**src/hw/mosc_pkg.sv**
```systemverilog
// main oscillator control: shared constants, types and decode functions
// assumes one 100 MHz system clock and a word-aligned register port
package mosc_pkg;

  // ****************************************
  // widths
  // ****************************************
  localparam int ADDR_W = 8;
  localparam int DATA_W = 32;
  localparam int CODE_W = 6;
  localparam int TRIM_W = 8;
  localparam int LIM_W  = 8;
  localparam int UNIT_W = 9;
  localparam int DOWN_W = 9;
  localparam int PROD_W = LIM_W + DOWN_W;
  localparam int SEL_W  = 3;
  localparam int TMR_W  = 10;
  localparam int LFSR_W = 16;

  // ****************************************
  // register map (byte addresses)
  // ****************************************
  localparam logic [ADDR_W-1:0] OFF_CODE   = 8'h00;
  localparam logic [ADDR_W-1:0] OFF_FINE   = 8'h04;
  localparam logic [ADDR_W-1:0] OFF_REFA   = 8'h08;
  localparam logic [ADDR_W-1:0] OFF_REFB   = 8'h0c;
  localparam logic [ADDR_W-1:0] OFF_SPREAD = 8'h10;
  localparam logic [ADDR_W-1:0] OFF_SELECT = 8'h14;
  localparam logic [ADDR_W-1:0] OFF_STATUS = 8'h18;

  // field positions
  localparam int SS_SHAPE_LSB = 0;
  localparam int SS_DEPTH_LSB = 2;
  localparam int SS_LIMIT_LSB = 8;
  localparam int ST_BAD_BIT   = 6;
  localparam int ST_BUSY_BIT  = 7;
  localparam int ST_BOOT_BIT  = 8;
  localparam int ST_COUNT_LSB = 16;

  // reset values
  localparam logic [CODE_W-1:0] CODE_RST  = 6'h19;
  localparam logic [TRIM_W-1:0] TRIM_RST  = 8'h00;
  localparam logic [LIM_W-1:0]  LIMIT_RST = 8'h40;

  // high-frequency source select codes
  localparam logic [SEL_W-1:0] HF_SEL_MAIN = 3'h0;
  localparam logic [SEL_W-1:0] HF_SEL_EXT  = 3'h1;

  // ****************************************
  // frequency code bands: mhz = code - sub
  // ****************************************
  localparam logic [CODE_W-1:0] B0_LO = 6'h03;
  localparam logic [CODE_W-1:0] B0_HI = 6'h0c;
  localparam logic [CODE_W-1:0] B1_LO = 6'h0e;
  localparam logic [CODE_W-1:0] B1_HI = 6'h19;
  localparam logic [CODE_W-1:0] B2_LO = 6'h1b;
  localparam logic [CODE_W-1:0] B2_HI = 6'h23;
  localparam logic [CODE_W-1:0] B3_LO = 6'h25;
  localparam logic [CODE_W-1:0] B3_HI = 6'h2b;
  localparam logic [CODE_W-1:0] B4_LO = 6'h2e;
  localparam logic [CODE_W-1:0] B4_HI = 6'h35;
  localparam logic [CODE_W-1:0] B1_SUB = 6'h01;
  localparam logic [CODE_W-1:0] B2_SUB = 6'h02;
  localparam logic [CODE_W-1:0] B3_SUB = 6'h03;
  localparam logic [CODE_W-1:0] B4_SUB = 6'h05;

  // ****************************************
  // timing
  // ****************************************
  localparam int SYS_CLK_MHZ    = 100;
  localparam int RAISE_WAIT_NS  = 5000;
  localparam int RAISE_WAIT_CYC = (RAISE_WAIT_NS * SYS_CLK_MHZ + 999) / 1000;
  localparam int LOWER_WAIT_CYC = 5;

  // spread depth in hundredths of a percent
  localparam logic [UNIT_W-1:0] DEPTH_1PCT = 9'h064;
  localparam logic [UNIT_W-1:0] DEPTH_2PCT = 9'h0c8;
  localparam logic [UNIT_W-1:0] DEPTH_4PCT = 9'h190;

  localparam logic [LFSR_W-1:0] LFSR_SEED = 16'hace1;
  localparam logic [LFSR_W-1:0] LFSR_TAPS = 16'hb400;

  // ****************************************
  // types
  // ****************************************
  typedef enum logic [1:0] {
    SHAPE_OFF    = 2'b00,
    SHAPE_TRI    = 2'b01,
    SHAPE_RAND   = 2'b10,
    SHAPE_FABRIC = 2'b11
  } mosc_shape_e;

  typedef enum logic [1:0] {
    DEPTH_1 = 2'b00,
    DEPTH_2 = 2'b01,
    DEPTH_4 = 2'b10,
    DEPTH_R = 2'b11
  } mosc_depth_e;

  typedef enum logic {
    BOOT_FETCH = 1'b0,
    BOOT_DONE  = 1'b1
  } mosc_boot_e;

  typedef struct packed {
    logic [ADDR_W-1:0] addr;
    logic [DATA_W-1:0] wdata;
    logic              wr;
    logic              rd;
  } mosc_bus_s;

  typedef struct packed {
    logic [TRIM_W-1:0] fine;
    logic [TRIM_W-1:0] ref_a;
    logic [TRIM_W-1:0] ref_b;
  } mosc_trim_s;

  typedef struct packed {
    mosc_shape_e      shape;
    mosc_depth_e      depth;
    logic [LIM_W-1:0] limit;
  } mosc_spread_cfg_s;

  // ****************************************
  // functions
  // ****************************************
  // code to MHz; zero marks a code with no frequency
  function automatic logic [CODE_W-1:0] mosc_mhz_of(input logic [CODE_W-1:0] c);
    logic [CODE_W-1:0] m;
    m = '0;
    if (c >= B0_LO && c <= B0_HI) m = c;
    else if (c >= B1_LO && c <= B1_HI) m = c - B1_SUB;
    else if (c >= B2_LO && c <= B2_HI) m = c - B2_SUB;
    else if (c >= B3_LO && c <= B3_HI) m = c - B3_SUB;
    else if (c >= B4_LO && c <= B4_HI) m = c - B4_SUB;
    return m;
  endfunction : mosc_mhz_of

  // reserved depth falls back to the smallest spread
  function automatic logic [UNIT_W-1:0] mosc_depth_units(input mosc_depth_e d);
    logic [UNIT_W-1:0] u;
    u = DEPTH_1PCT;
    if (d == DEPTH_2) u = DEPTH_2PCT;
    else if (d == DEPTH_4) u = DEPTH_4PCT;
    return u;
  endfunction : mosc_depth_units

endpackage : mosc_pkg

```
**src/hw/mosc_ctrl.sv**
```systemverilog
// main oscillator control: code, trims, spread, clock source choices
// assumes a same-clock register port and a same-clock factory trim source;
// the fabric spread input is asynchronous and is synchronised here
//
// What this block does
// - Oscillator runs 3 to 48 MHz, 1 MHz steps.
// - Code maps to MHz; unlisted codes undefined.
// - Reset gives 24 MHz; boot loads factory trims.
// - Shape: off, triangle, random, fabric driven.
// - Limit sets counter maximum and triangle period.
// - Random shape uses an lfsr sequence.
// - Fabric shape follows the fabric input signal.
// - Depth codes give 1, 2, 4 percent.
// - Spread is downspread only.
// - Spread steps at peripheral clock 0 rate.
// - Separate 36 MHz output only for flash programming.
// - High clock from main oscillator or pin.
// - Low clock always from low speed oscillator.
// - Select 0 main, 1 pin, others reserved.
`timescale 1ns/1ps
`default_nettype none
module mosc_ctrl
  import mosc_pkg::*;
(
  // clock and reset
  input  wire logic              sys_clk,
  input  wire logic              nrst,
  // register port
  input  var  mosc_bus_s         bus,
  output logic [DATA_W-1:0]      reg_rdata,
  // factory trim fetch at boot
  output logic                   boot_req,
  input  var  mosc_trim_s        factory_trim,
  input  wire logic              factory_valid,
  // spread pacing and fabric pattern
  input  wire logic              periph_clk0_en,
  input  wire logic              spread_fabric_in,
  // flash programming clock request
  input  wire logic              flash_prog_req,
  // oscillator controls
  output logic [CODE_W-1:0]      osc_code,
  output mosc_trim_s             osc_trim,
  output logic [DOWN_W-1:0]      spread_down,
  output logic                   prog_clk_en,
  // clock source choices
  output logic                   hf_src_ext,
  output logic                   lf_src_low_speed
);

  // ****************************************
  // state
  // ****************************************
  typedef struct packed {
    mosc_boot_e        boot;
    logic [CODE_W-1:0] code;
    mosc_trim_s        trim;
    mosc_spread_cfg_s  spread;
    logic [SEL_W-1:0]  hf_sel;
    logic              bad_code;
    logic [TMR_W-1:0]  settle;
    logic [DATA_W-1:0] rdata;
    logic              prog_en;
    logic              fab_meta;
    logic              fab_sync;
  } mosc_ctrl_state_s;

  localparam mosc_ctrl_state_s STATE_RST = '{
    boot:     BOOT_FETCH,
    code:     CODE_RST,
    trim:     '{fine: TRIM_RST, ref_a: TRIM_RST, ref_b: TRIM_RST},
    spread:   '{shape: SHAPE_OFF, depth: DEPTH_1, limit: LIMIT_RST},
    hf_sel:   HF_SEL_MAIN,
    bad_code: 1'b0,
    settle:   '0,
    rdata:    '0,
    prog_en:  1'b0,
    fab_meta: 1'b0,
    fab_sync: 1'b0
  };

  localparam logic [TMR_W-1:0] RAISE_TMR = TMR_W'(RAISE_WAIT_CYC);
  localparam logic [TMR_W-1:0] LOWER_TMR = TMR_W'(LOWER_WAIT_CYC);

  mosc_ctrl_state_s  s_q, s_d;
  logic [CODE_W-1:0] new_code;
  logic [CODE_W-1:0] new_mhz;
  logic [CODE_W-1:0] cur_mhz;
  logic              wr_code;
  logic              wr_trim;
  logic [LIM_W-1:0]  ss_count;
  logic [DATA_W-1:0] status_word;

  // ****************************************
  // write decode helpers
  // ****************************************
  // decode of the code port is shared by the update and the checks
  assign new_code = bus.wdata[CODE_W-1:0];
  assign new_mhz  = mosc_mhz_of(new_code);
  assign cur_mhz  = mosc_mhz_of(s_q.code);
  assign wr_code  = bus.wr && bus.addr == OFF_CODE;
  assign wr_trim  = bus.wr && (bus.addr == OFF_FINE || bus.addr == OFF_REFA
                               || bus.addr == OFF_REFB);

  // status word: live frequency, flags and spread position
  always_comb begin
    status_word = '0;
    status_word[ST_BAD_BIT-1:0]             = cur_mhz;
    status_word[ST_BAD_BIT]                 = s_q.bad_code;
    status_word[ST_BUSY_BIT]                = s_q.settle != '0;
    status_word[ST_BOOT_BIT]                = s_q.boot == BOOT_DONE;
    status_word[ST_COUNT_LSB +: LIM_W]      = ss_count;
  end

  // ****************************************
  // next state
  // ****************************************
  always_comb begin
    s_d = s_q;

    // fabric pattern crosses in through two flops
    s_d.fab_meta = spread_fabric_in;
    s_d.fab_sync = s_q.fab_meta;

    // dedicated programming clock; never offered to the source mux
    s_d.prog_en = flash_prog_req;

    // settle timer counts down; a new load below takes over
    if (s_q.settle != '0) s_d.settle = s_q.settle - 1'b1;

    // register writes
    if (bus.wr) begin
      unique case (bus.addr)
        OFF_CODE: begin
          if (new_mhz != '0) begin
            s_d.code     = new_code;
            s_d.bad_code = 1'b0;
            // lowering: trims may follow only after a short wait
            if (new_mhz < cur_mhz) s_d.settle = LOWER_TMR;
          end else begin
            s_d.bad_code = 1'b1;
          end
        end
        OFF_FINE: begin
          s_d.trim.fine = bus.wdata[TRIM_W-1:0];
          s_d.settle    = RAISE_TMR;
        end
        OFF_REFA: begin
          s_d.trim.ref_a = bus.wdata[TRIM_W-1:0];
          s_d.settle     = RAISE_TMR;
        end
        OFF_REFB: begin
          s_d.trim.ref_b = bus.wdata[TRIM_W-1:0];
          s_d.settle     = RAISE_TMR;
        end
        OFF_SPREAD: begin
          s_d.spread.shape = mosc_shape_e'(bus.wdata[SS_SHAPE_LSB +: 2]);
          s_d.spread.depth = mosc_depth_e'(bus.wdata[SS_DEPTH_LSB +: 2]);
          s_d.spread.limit = bus.wdata[SS_LIMIT_LSB +: LIM_W];
        end
        OFF_SELECT: begin
          // reserved source codes are refused, the old source stays
          if (bus.wdata[SEL_W-1:0] == HF_SEL_MAIN
              || bus.wdata[SEL_W-1:0] == HF_SEL_EXT)
            s_d.hf_sel = bus.wdata[SEL_W-1:0];
        end
        default: ;
      endcase
    end

    // boot: factory trims for the reset frequency win over any early write
    unique case (s_q.boot)
      BOOT_FETCH: begin
        if (factory_valid) begin
          s_d.trim = factory_trim;
          s_d.boot = BOOT_DONE;
        end
      end
      BOOT_DONE: ;
    endcase

    // read data stand for exactly one cycle after the strobe
    s_d.rdata = '0;
    if (bus.rd) begin
      unique case (bus.addr)
        OFF_CODE:   s_d.rdata = DATA_W'(s_q.code);
        OFF_FINE:   s_d.rdata = DATA_W'(s_q.trim.fine);
        OFF_REFA:   s_d.rdata = DATA_W'(s_q.trim.ref_a);
        OFF_REFB:   s_d.rdata = DATA_W'(s_q.trim.ref_b);
        OFF_SPREAD: begin
          s_d.rdata[SS_SHAPE_LSB +: 2]     = s_q.spread.shape;
          s_d.rdata[SS_DEPTH_LSB +: 2]     = s_q.spread.depth;
          s_d.rdata[SS_LIMIT_LSB +: LIM_W] = s_q.spread.limit;
        end
        OFF_SELECT: s_d.rdata = DATA_W'(s_q.hf_sel);
        OFF_STATUS: s_d.rdata = status_word;
        default:    s_d.rdata = '0;
      endcase
    end
  end

  // ****************************************
  // state register
  // ****************************************
  always_ff @(posedge sys_clk) begin
    if (!nrst) begin
      s_q <= STATE_RST;
    end else begin
      s_q <= s_d;
    end
  end

  // ****************************************
  // spread generator
  // ****************************************
  // stepped by the peripheral clock 0 enable, not by its own clock
  mosc_spread u_spread (
    .sys_clk      (sys_clk),
    .nrst         (nrst),
    .step_en      (periph_clk0_en),
    .cfg          (s_q.spread),
    .fabric_level (s_q.fab_sync),
    .count        (ss_count),
    .down         (spread_down)
  );

  // ****************************************
  // outputs
  // ****************************************
  assign reg_rdata        = s_q.rdata;
  assign boot_req         = s_q.boot == BOOT_FETCH;
  assign osc_code         = s_q.code;
  assign osc_trim         = s_q.trim;
  assign prog_clk_en      = s_q.prog_en;
  assign hf_src_ext       = s_q.hf_sel == HF_SEL_EXT;
  assign lf_src_low_speed = 1'b1;
endmodule : mosc_ctrl
`default_nettype wire

```
**src/hw/mosc_spread.sv**
```systemverilog
// spread-spectrum counter: triangle, lfsr or fabric-driven, downspread only
// assumes step_en is a one-cycle enable from the peripheral divider
`timescale 1ns/1ps
`default_nettype none
module mosc_spread
  import mosc_pkg::*;
(
  // clock and reset
  input  wire logic             sys_clk,
  input  wire logic             nrst,
  // pacing and setup
  input  wire logic             step_en,
  input  var  mosc_spread_cfg_s cfg,
  input  wire logic             fabric_level,
  // modulation out
  output logic [LIM_W-1:0]      count,
  output logic [DOWN_W-1:0]     down
);

  typedef struct packed {
    logic [LIM_W-1:0]  count;
    logic              dir_up;
    logic [LFSR_W-1:0] lfsr;
    logic [DOWN_W-1:0] down;
  } mosc_spread_state_s;

  mosc_spread_state_s s_q, s_d;
  logic [UNIT_W-1:0]  units;
  logic [PROD_W-1:0]  prod;

  // ****************************************
  // next state
  // ****************************************
  always_comb begin
    s_d   = s_q;
    units = mosc_depth_units(cfg.depth);
    // count is at most 255, so down = count * depth / 256 stays below the depth
    prod  = PROD_W'(s_q.count) * PROD_W'(units);
    s_d.down = prod[LIM_W +: DOWN_W];
    if (step_en) begin
      unique case (cfg.shape)
        SHAPE_OFF: begin
          s_d.count  = '0;
          s_d.dir_up = 1'b1;
        end
        SHAPE_TRI: begin
          if (s_q.count > cfg.limit) s_d.count = cfg.limit;
          else if (s_q.dir_up) begin
            if (s_q.count < cfg.limit) s_d.count = s_q.count + 1'b1;
            else s_d.dir_up = 1'b0;
          end else begin
            if (s_q.count != '0) s_d.count = s_q.count - 1'b1;
            else s_d.dir_up = 1'b1;
          end
        end
        SHAPE_RAND: begin
          s_d.lfsr  = {s_q.lfsr[LFSR_W-2:0], ^(s_q.lfsr & LFSR_TAPS)};
          s_d.count = s_q.lfsr[LIM_W-1:0] & cfg.limit;
        end
        SHAPE_FABRIC: begin
          // fabric level steers the count up or down
          if (s_q.count > cfg.limit) s_d.count = cfg.limit;
          else if (fabric_level && s_q.count < cfg.limit)
            s_d.count = s_q.count + 1'b1;
          else if (!fabric_level && s_q.count != '0)
            s_d.count = s_q.count - 1'b1;
        end
      endcase
    end
  end

  always_ff @(posedge sys_clk) begin
    if (!nrst) begin
      s_q <= '{count: '0, dir_up: 1'b1, lfsr: LFSR_SEED, down: '0};
    end else begin
      s_q <= s_d;
    end
  end

  assign count = s_q.count;
  assign down  = s_q.down;
endmodule : mosc_spread
`default_nettype wire

```
**config.mk**
```make
export PLATFORM = sky130hd
export DESIGN_NAME = mosc_ctrl
export DESIGN_NICKNAME = d
export VERILOG_FILES = /design/src/hw/mosc_pkg.sv /design/src/hw/mosc_ctrl.sv /design/src/hw/mosc_spread.sv
export SDC_FILE = /design/constraint.sdc
export NUM_CORES = 1
export LEC_CHECK = 0
export BUFFER_PORTS_ARGS = -buffer_cell sky130_fd_sc_hd__buf_2
export CELL_PAD_IN_SITES_DETAIL_PLACEMENT = 1
export CELL_PAD_IN_SITES_GLOBAL_PLACEMENT = 2
export CORE_MARGIN = 8
export CORE_UTILIZATION = 37
export CTS_CLUSTER_DIAMETER = 50
export DETAILED_ROUTE_END_ITERATION = 6
export GPL_TIMING_DRIVEN = 0
export PLACE_DENSITY = 0.83
export SLEW_MARGIN = 20
export SYNTH_ARGS = -nofsm -noshare
export SYNTH_HDL_FRONTEND = slang
export SYNTH_SLANG_ARGS = --single-unit
```
**constraint.sdc**
```tcl
create_clock -name sys_clk -period 13.15 [get_ports sys_clk]
set_clock_uncertainty 0.05 [all_clocks]
set_input_delay 0.6575 -clock sys_clk [delete_from_list [all_inputs] [get_ports sys_clk]]
set_output_delay 0.6575 -clock sys_clk [all_outputs]
set_load 0.01 [all_outputs]
```
* Word level (Yosys, flattened, before mapping)
Cells that the tools add are included.
** Word-level totals
- Input bits :: 72
- Flip-flop bits (word level) :: 126
** Cells by class
- Equality and inequality tests :: 17
- Muxes and demuxes :: 44
- $lt $le $gt $ge :: 23
- $mul :: 1
- Add/sub/neg operators :: 11
- Reduce and logical (&&, ||, !) cells :: 32
- Bitwise operators :: 2
** Operators by type and width (count)
- 8-bit two-way mux :: 9
- 6-bit two-way mux :: 10
- 50-bit two-way mux :: 1
- 24-bit two-way mux :: 2
- 6-bit <= comparator (second input constant) :: 6
- 8-bit one-hot mux with 4 select lines :: 1
- 10-bit two-way mux :: 3
- 4-bit one-hot mux with 7 select lines :: 1
- 9-bit two-way mux :: 3
- 8-bit by 5-bit == test with 1-bit output (second input constant) :: 3
- 6-bit greater-or-equal comparator (second input constant) :: 4
- 6-bit by 2-bit subtractor with 6-bit output (second input constant) :: 4
- 10-bit one-hot mux with 2 select lines :: 1
- 4-bit one-hot mux with 5 select lines :: 1
- 8-bit by 9-bit multiplier with 17-bit output :: 1
- 8-bit by 4-bit == test with 1-bit output (second input constant) :: 2
- 8-bit one-hot mux with 2 select lines :: 1
- 16-bit parity :: 1
- 6-bit by 2-bit greater-or-equal comparator with 1-bit output (second input constant) :: 2
- 6-bit by 4-bit greater-or-equal comparator with 1-bit output (second input constant) :: 2
- 6-bit by 5-bit greater-or-equal comparator with 1-bit output (second input constant) :: 2
- 6-bit by 4-bit <= comparator with 1-bit output (second input constant) :: 2
- 6-bit by 5-bit <= comparator with 1-bit output (second input constant) :: 2
- 1-bit logical AND :: 12
- 34 further kinds :: 54

* Depth between registers and ports, before layout
Gate-level depths: netlist (run 1).
- Depth after elaboration :: 14
- Depth in mapped cells :: 21

* Hierarchy
Synthesis (run 1) repeated with hierarchy kept, for this count alone.
** Second synthesis, totals
- Cell total of the unflattened synthesis :: 1094
- Area, all modules :: 9007.4 um2
** By module, submodules not included
- mosc_ctrl :: instances 1, cells an instance 651, area an instance 5280.1 um2
- mosc_spread :: instances 1, cells an instance 443, area an instance 3727.3 um2

* Worst setup path after synthesis (run 1)
No wires, ideal clock.
- Path type :: flip-flop to flip-flop
- From :: reg s_q[57] in the netlist's numbering
- To :: reg u_spread.s_q (netlist bit u_spread.down[8])
- Setup slack :: 8293 ps
- Period minus slack after synthesis :: 4857 ps
- Setup time :: 128 ps
- Data required time :: 12972 ps
- Arrival :: 4679 ps
- Stages on the path, launching flop included :: 20
- Cell sequence :: dfxtp_1 inv_1 ha_1 clkbuf_1 and2_1 fa_1 ha_1 fa_1 inv_1 fa_1 inv_1 ha_1 or3_1 a21o_1 a31oi_1 o21ai_0 a211oi_1 o21bai_1 xnor2_1 nor2_1
** On the way
- Cells in the longest elaborated chain, start to end :: 4
- Elaborated cells between the ends (all ways) :: 5
- Classes of those cells :: mul: 1; eq/ne: 2; mux: 2
** Ends and longest elaborated chain
- start: declaration :: RTL line mosc_ctrl.sv:84 : mosc_ctrl_state_s s_q, s_d;
- start signal: assignment :: RTL line mosc_ctrl.sv:206 : s_q <= STATE_RST;
- start signal: assignment :: RTL line mosc_ctrl.sv:208 : s_q <= s_d;
- 2-bit == test :: RTL line mosc_pkg.sv:144 : else if (d == DEPTH_4) u = DEPTH_4PCT;
- 9-bit two-way mux :: RTL line mosc_pkg.sv:144
- 9-bit two-way mux (*) :: RTL line mosc_pkg.sv:143 : if (d == DEPTH_2) u = DEPTH_2PCT;
- 8-bit by 9-bit multiplier with 17-bit output (*) :: RTL line mosc_spread.sv:38 : prod = PROD_W'(s_q.count) * PROD_W'(units);
- end signal: assignment :: RTL line mosc_spread.sv:74 : s_q <= '{count: '0, dir_up: 1'b1, lfsr: LFSR_SEED, down: '0};
- end: declaration :: RTL line mosc_spread.sv:27 : mosc_spread_state_s s_q, s_d;
Mark *: on every way between the ends. The rest lies on a longest branch, timed or not.
A chain may end at the register's enable or synchronous reset.

* Final worst setup path (run 1)
Same ends and word-level chain as after synthesis.

==> metrics.md, run 1 <==
| Metric | Value |
|---|---|
| Drt drc | `0` |
| Final worst slack | `7460 ps` |
| Synth area leader | `dfxtp_1` |
| Initial antenna violation count | `0` |
| Main combinational cell family by area after synthesis | `simple AND/OR/NAND/NOR gates` |
| Number of synthesized flops with an enable pin | `0` |
| Req. time, crit path | `13380 ps` |
| Post-CTS Hold Buffers | `0` |
| Mapped Avg Cell Area | `8.30 um2` |
| Pin count of the biggest net entering global routing | `17` |
| Clk slew on worst S/H paths | `70 ps` |
| Status | `finished, final reports clean` |
| Max Transition Viols Final | `0` |
| Placed cell area | `10100 um2` |
| Synth cell count leaders | `dfxtp_1, nor2_1, nand2_1` |
| Setup TNS | `0 ps` |
| Crit Path Class | `flop to flop` |
| #FFs+latches synth | `118` |
| Core Area | `24100 um2` |
| Share of layout cells above drive strength 1 | `21.9%` |
| Synth warn | `0` |
| I/O Buffers | `120` |
| Post-layout instance area | `10600 um2` |
| Proportion of synthesized area in mux cells | `6.66%` |
| Final setup fails | `0` |
| CTS tree | `yes` |
| Register Area | `2360 um2` |
| Vias/cell | `5.12` |
| Finished Layout Cells | `1570` |
| Xor/xnor share of the synthesized area | `2.43%` |
| Clk root buf | `clkbuf_16` |
| IR drop worst, VDD | `0.0559 mV` |
| Place WS | `7480 ps` |
| GR Util All Layers | `20.2%` |
| Actual slew at the worst max-slew pin | `980 ps` |
| Adder-Cell Fraction of Synth Area | `16.1%` |
| Via count | `8043` |
| RSZ-0062 raised after global routing | `false` |
| Vias in the first global route | `8461` |
| Fill cells | `2982` |
| Sequential fraction of the synthesis area | `26.2%` |
| Ys async rst share | `0%` |
| Antenna Nets Post-Route | `0` |
| Tmin final | `5690 ps` |
| WHS | `386 ps` |
| Synth area leaders | `dfxtp_1, ha_1, fa_1, buf_4, mux2i_1` |
| Total power | `1.05 mW` |
| Clock sink total | `118` |
| Hold WC Path Type | `flop to flop` |
| Count of cell types in the netlist | `85` |
| Mapped cell area | `9020 um2` |
| H-tree depth | `4` |
| Critical path fanouts, max | `10` |
| CTS Buffer Depth | `2` |
| Most frequent cell after synthesis | `dfxtp_1` |
| Die area | `29600 um2` |
| Synth top area share | `26.2%` |
| Chip Height | `172 um` |
| ANT cells | `0` |
| 1st-pass router iterations | `5` |
| Io pins | `147` |
| Initial core utilization | `37.4%` |
| Period utilisation layout | `43.3%` |
| Dpl cells | `1538` |
| Area Growth Syn to Fin | `17.9%` |
| Setup crit start kind | `flop` |
| Simple-gate share of the synthesized area | `21.6%` |
| Final hold viol count | `0` |
| GP Congestion | `0.917` |
| Nets@finish | `1404` |
| Worst EP arrival | `5920 ps` |
| Post-synthesis compound-gate area fraction | `14.6%` |
| Post-CTS Setup Inserts | `0` |
| Grt ovf | `0` |
| Die W | `172 um` |
| WL/cell | `18.7 um` |
| Pleak | `4.98 nW` |
| Multi-input gate area | `5590 um2` |
| Final core utilization | `44.1%` |
| HPWL after DPL | `22700 um` |
| Peak Freq | `176 MHz` |
| Clk Latency, worst-skew pair | `420 ps` |
| Max-Cap Viols | `0` |
| Number of DRC markers in iteration 0 | `459` |
| Post-cts resize count | `0` |
| Max_slew headroom | `34.1%` |
| Post-Syn Instances | `1087` |
| Pwr Density | `99.0 nW/um2` |
| Clock buffer count from CTS | `17` |
| Final wirelength | `29300 um` |
| FP Rows | `57` |
| First-pass GRT wire length | `46600 um` |
| Critical path endpoint category | `flop` |
| Most used flip-flop cell after synthesis | `dfxtp_1` |
==> final timing paths <==
check,cells after the start,slack [ps],endpoint,startpoint
worst max-delay path,21,7460,u_spread.down[8],s_q[57]
worst min-delay path,1,390,s_q[0],s_d[0]
worst max register to register,21,7460,u_spread.down[8],s_q[57]
worst min register to register,1,390,s_q[0],s_d[0]
==> sequential cells by signal, summed over array words and instances, names as in the netlist <==
| register | flops |
|---|---|
| osc_code | 6 |
| u_spread.s_q | 17 |
| u_spread.down | 9 |
| prog_clk_en | 1 |
| u_spread.count | 8 |
| osc_trim | 24 |
| s_d | 1 |
| reg_rdata | 24 |
| s_q | 28 |
==> where the power goes <==
group          switching (mW)  internal (mW)  total (mW)  leakage (nW)
Clock                   0.198          0.271       0.469         0.282
Sequential             0.0191          0.376       0.395         0.960
Combinational           0.106         0.0832       0.189          3.74
==> layout make-up <==
type,instances,area share (%)
Buffer,126,7.29
Clock buffer,19,4.16
Clock inverter,13,1.28
Inverter,87,3.07
Multi-Input combinational cell,763,52.5
Sequential cell,118,22.2
Tap cell,324,3.81
Timing Repair Buffer,120,5.65
==> cells by family after synthesis <==
family	Yosys count
AOI/OAI and AO/OA	188
and+or+nand+nor	388
other	2
buffers and inverters	213
muxes	54
xor gates and xnor gates	25
DFF	118
adders and majority gates	99
==> cells in the final DEF, fill, tap and decap left out, drive strengths merged, types with 5 or more instances in the layout <==
| cell | n |
|---|---|
| ha | 70 |
| a21o | 9 |
| or3 | 6 |
| nor3 | 20 |
| mux2 | 8 |
| xnor2 | 16 |
| xor2 | 9 |
| o21ai | 31 |
| nor2b | 24 |
| nor2 | 107 |
| dfxtp | 118 |
| nand3b | 6 |
| clkinv | 5 |
| o211ai | 5 |
| nor4 | 5 |
| nand2b | 19 |
| a21oi | 50 |
| nand2 | 100 |
| clkbuf | 58 |
| conb | 9 |
| and3 | 10 |
| a311oi | 8 |
| nor3b | 10 |
| buf | 207 |
| or2 | 5 |
| fa | 29 |
| mux2i | 42 |
| nand4 | 5 |
| and2 | 32 |
| a31oi | 11 |
| a211oi | 23 |
| inv | 93 |
| nand3 | 30 |
==> per-layer routing <==
layer,track usage (%),up-vias,part of all wire (%)
met5,0,-,0
met4,6.18,0,1.7
met3,3.79,30,5.2
met2,31.5,192,45
met1,27.8,3891,49
li1,-,3930,-
==> worst max-delay path: stages (launching register included) <==
cell	delay [ps]
dfxtp_1	380
inv_1	80
ha_1	470
clkbuf_1	380
and2_1	260
fa_1	180
inv_1	50
fa_1	540
inv_1	50
fa_1	470
inv_1	50
fa_1	530
inv_1	40
ha_1	210
or3_1	310
a21o_1	170
a31oi_1	360
o21ai_0	260
a211oi_1	370
o21bai_1	140
xnor2_1	150
nor2_1	50
(Power assumes the default switching activity.)
==> run 2: changes to the inputs <==
Settings changed: CORE_UTILIZATION 37 to 31, PLACE_DENSITY 0.83 to 0.74.
Clock period 13.15 ns to 5.1 ns, I/O delays scaled along.
==> metrics.md, run 2 (synthesized netlist as in run 1, its figures left out) <==
| Metric | Value |
|---|---|
| Clk Latency, worst-skew pair | `430 ps (about the same)` |
| Crit Path Class | `flop to flop` |
| WL/cell | `18.8 um (+0.66%)` |
| Nets@finish | `1413 (+0.64%)` |
| Clock sink total | `118 (unchanged)` |
| CTS tree | `yes` |
| Drt drc | `0 (unchanged)` |
| Pwr Density | `259 nW/um2 (+160%)` |
| Grt ovf | `0 (unchanged)` |
| HPWL after DPL | `23800 um (+4.5%)` |
| Core Area | `28700 um2 (+19%)` |
| Vias/cell | `4.94 (-3.6%)` |
| Clock buffer count from CTS | `17 (unchanged)` |
| Number of DRC markers in iteration 0 | `378 (-18%)` |
| Critical path endpoint category | `flop` |
| Clk slew on worst S/H paths | `70 ps (about the same)` |
| Fill cells | `3483 (+17%)` |
| Antenna Nets Post-Route | `0 (unchanged)` |
| Clk root buf | `clkbuf_16` |
| Status | `finished, final reports clean` |
| Peak Freq | `207 MHz (+18%)` |
| Final worst slack | `280 ps (-7180 ps)` |
| 1st-pass router iterations | `5 (unchanged)` |
| Area Growth Syn to Fin | `20.6%` |
| H-tree depth | `4 (unchanged)` |
| Commonest non-fill, non-tap cell in the layout | `buf_2` |
| Die area | `34800 um2 (+17%)` |
| Share of layout cells above drive strength 1 | `23.3% (+1.4 points)` |
| Final hold viol count | `0 (unchanged)` |
| Total power | `2.81 mW (+170%)` |
| First-pass GRT wire length | `49100 um (+5.4%)` |
| Max_slew headroom | `33.8% (-0.30 points)` |
| IR drop worst, VDD | `0.215 mV (+280%)` |
| Die W | `187 um (+8.4%)` |
| FP Rows | `62 (+8.8%)` |
| Max-Cap Viols | `0 (unchanged)` |
| GR Util All Layers | `17.6% (-2.6 points)` |
| Vias in the first global route | `8714 (+3.0%)` |
| Via count | `8095 (+0.65%)` |
| Place WS | `-778 ps (-8260 ps)` |
| ANT cells | `0 (unchanged)` |
| Final core utilization | `37.9% (-6.2 points)` |
| Worst EP arrival | `5050 ps (-870 ps)` |
| Post-layout instance area | `10900 um2 (+2.3%)` |
| Period utilisation layout | `94.5% (+51 points)` |
| Pin count of the biggest net entering global routing | `17 (unchanged)` |
| Final wirelength | `30800 um (+5.1%)` |
| Max Transition Viols Final | `0 (unchanged)` |
| Placed cell area | `10100 um2 (+0.82%)` |
| Critical path fanouts, max | `8 (-2)` |
| RSZ-0062 raised after global routing | `false` |
| Max FFs per register | `28 (unchanged)` |
| Initial core utilization | `31.4% (-6.0 points)` |
| Io pins | `147 (unchanged)` |
| GP Congestion | `0.868 (-5.3%)` |
| Most frequent cells in the layout | `buf_2, dfxtp_1, nor2_1` |
| Pleak | `5.06 nW (+1.6%)` |
| Final setup fails | `0 (unchanged)` |
| Initial antenna violation count | `0 (unchanged)` |
| Actual slew at the worst max-slew pin | `990 ps (+10.7 ps)` |
| CTS Buffer Depth | `2 (unchanged)` |
| Top reg by flops | `s_q` |
| Chip Height | `187 um (+8.4%)` |
| I/O Buffers | `120 (unchanged)` |
| Hold WC Path Type | `primary input to flop` |
| Tmin final | `4820 ps (-869 ps)` |
| Req. time, crit path | `5330 ps (-8050 ps)` |
| Setup crit start kind | `flop` |
==> run 2: changes by cell type in the layout (fill, tap and decap cells not counted), sizes merged <==
| cell | before | now |
|---|---|---|
| buf | 207 | 212 |
| clkbuf | 58 | 56 |
| dlygate4sd3 | 0 | 4 |
| bufinv | 1 | 3 |
| clkinv | 5 | 6 |
| inv | 93 | 92 |
==> run 2: path summary, 6_finish.rpt <==
kind / from / endpoint / slack [ps] / cells past startpoint
setup reg to reg: s_q[58] / u_spread.down[8] / 280 / 17
setup / recovery: s_q[58] / u_spread.down[8] / 280 / 17
hold reg to reg: s_d[0] / s_q[0] / 390 / 1
hold / removal: bus[17] / s_q[56] / 20 / 3
==> run 2: critical path, stage by stage, from the launching register on <==
cell and delay, ps:
dfxtp_1 470, ha_4 280, and2_4 180, fa_1 470
ha_1 330, fa_1 540, inv_1 70, fa_1 540
inv_1 50, ha_1 220, or3_1 310, a21o_1 220
a31oi_4 270, o21ai_2 140, a211oi_2 220, o21bai_1 120
xnor2_1 160, nor2_1 50
==> run 2: per-stage QoR <==
stage	hold slack [ps]	TNS [ps]	cells
after global placement	366	-2810	1598
after CTS	4.27	0	1636
final	20.0	0	1639
after floorplan	326	0	1094
after detailed placement	376	-2910	1599
after global routing	26.2	0	1639
==> run 2: metal layers <==
layer  routed length [um]  up-vias  part of all wire, %  GRT usage, %
met5                    0        -                    0             0
met4                  740        0                  2.4          6.02
met3                 1270       33                  4.1          3.24
met2                13400      182                   44          27.4
met1                15300     3945                   50          24.1
li1                     -     3935                    -             -
==> run 2: final cells by class <==
cell class	count	area [um2]	share of cell area, %
inverter	87	327	3.00
multi-input combinational	763	5630	51.8
clock buffer	17	425	3.91
buffer	125	777	7.14
timing repair buffer	130	683	6.28
sequential	118	2360	21.7
clock inverter	15	193	1.77
tap	384	480	4.42
==> run 2: power breakdown <==
group	internal (mW)	leakage [nW]	switching (mW)	total (mW)
registers	0.969	0.961	0.0492	1.02
clock network	0.782	0.301	0.521	1.30
logic	0.217	3.80	0.274	0.491
==> run 2: what timing repair did <==
item / 4_1_cts / 5_1_grt
endpoints found under the hold margin: 4 / 0
buffers inserted: 1 / 4
hold buffers: 4 / 0
resized for setup: 11 / 10
setup endpoints to repair: 7 / 4
pin swaps: 2 / 3
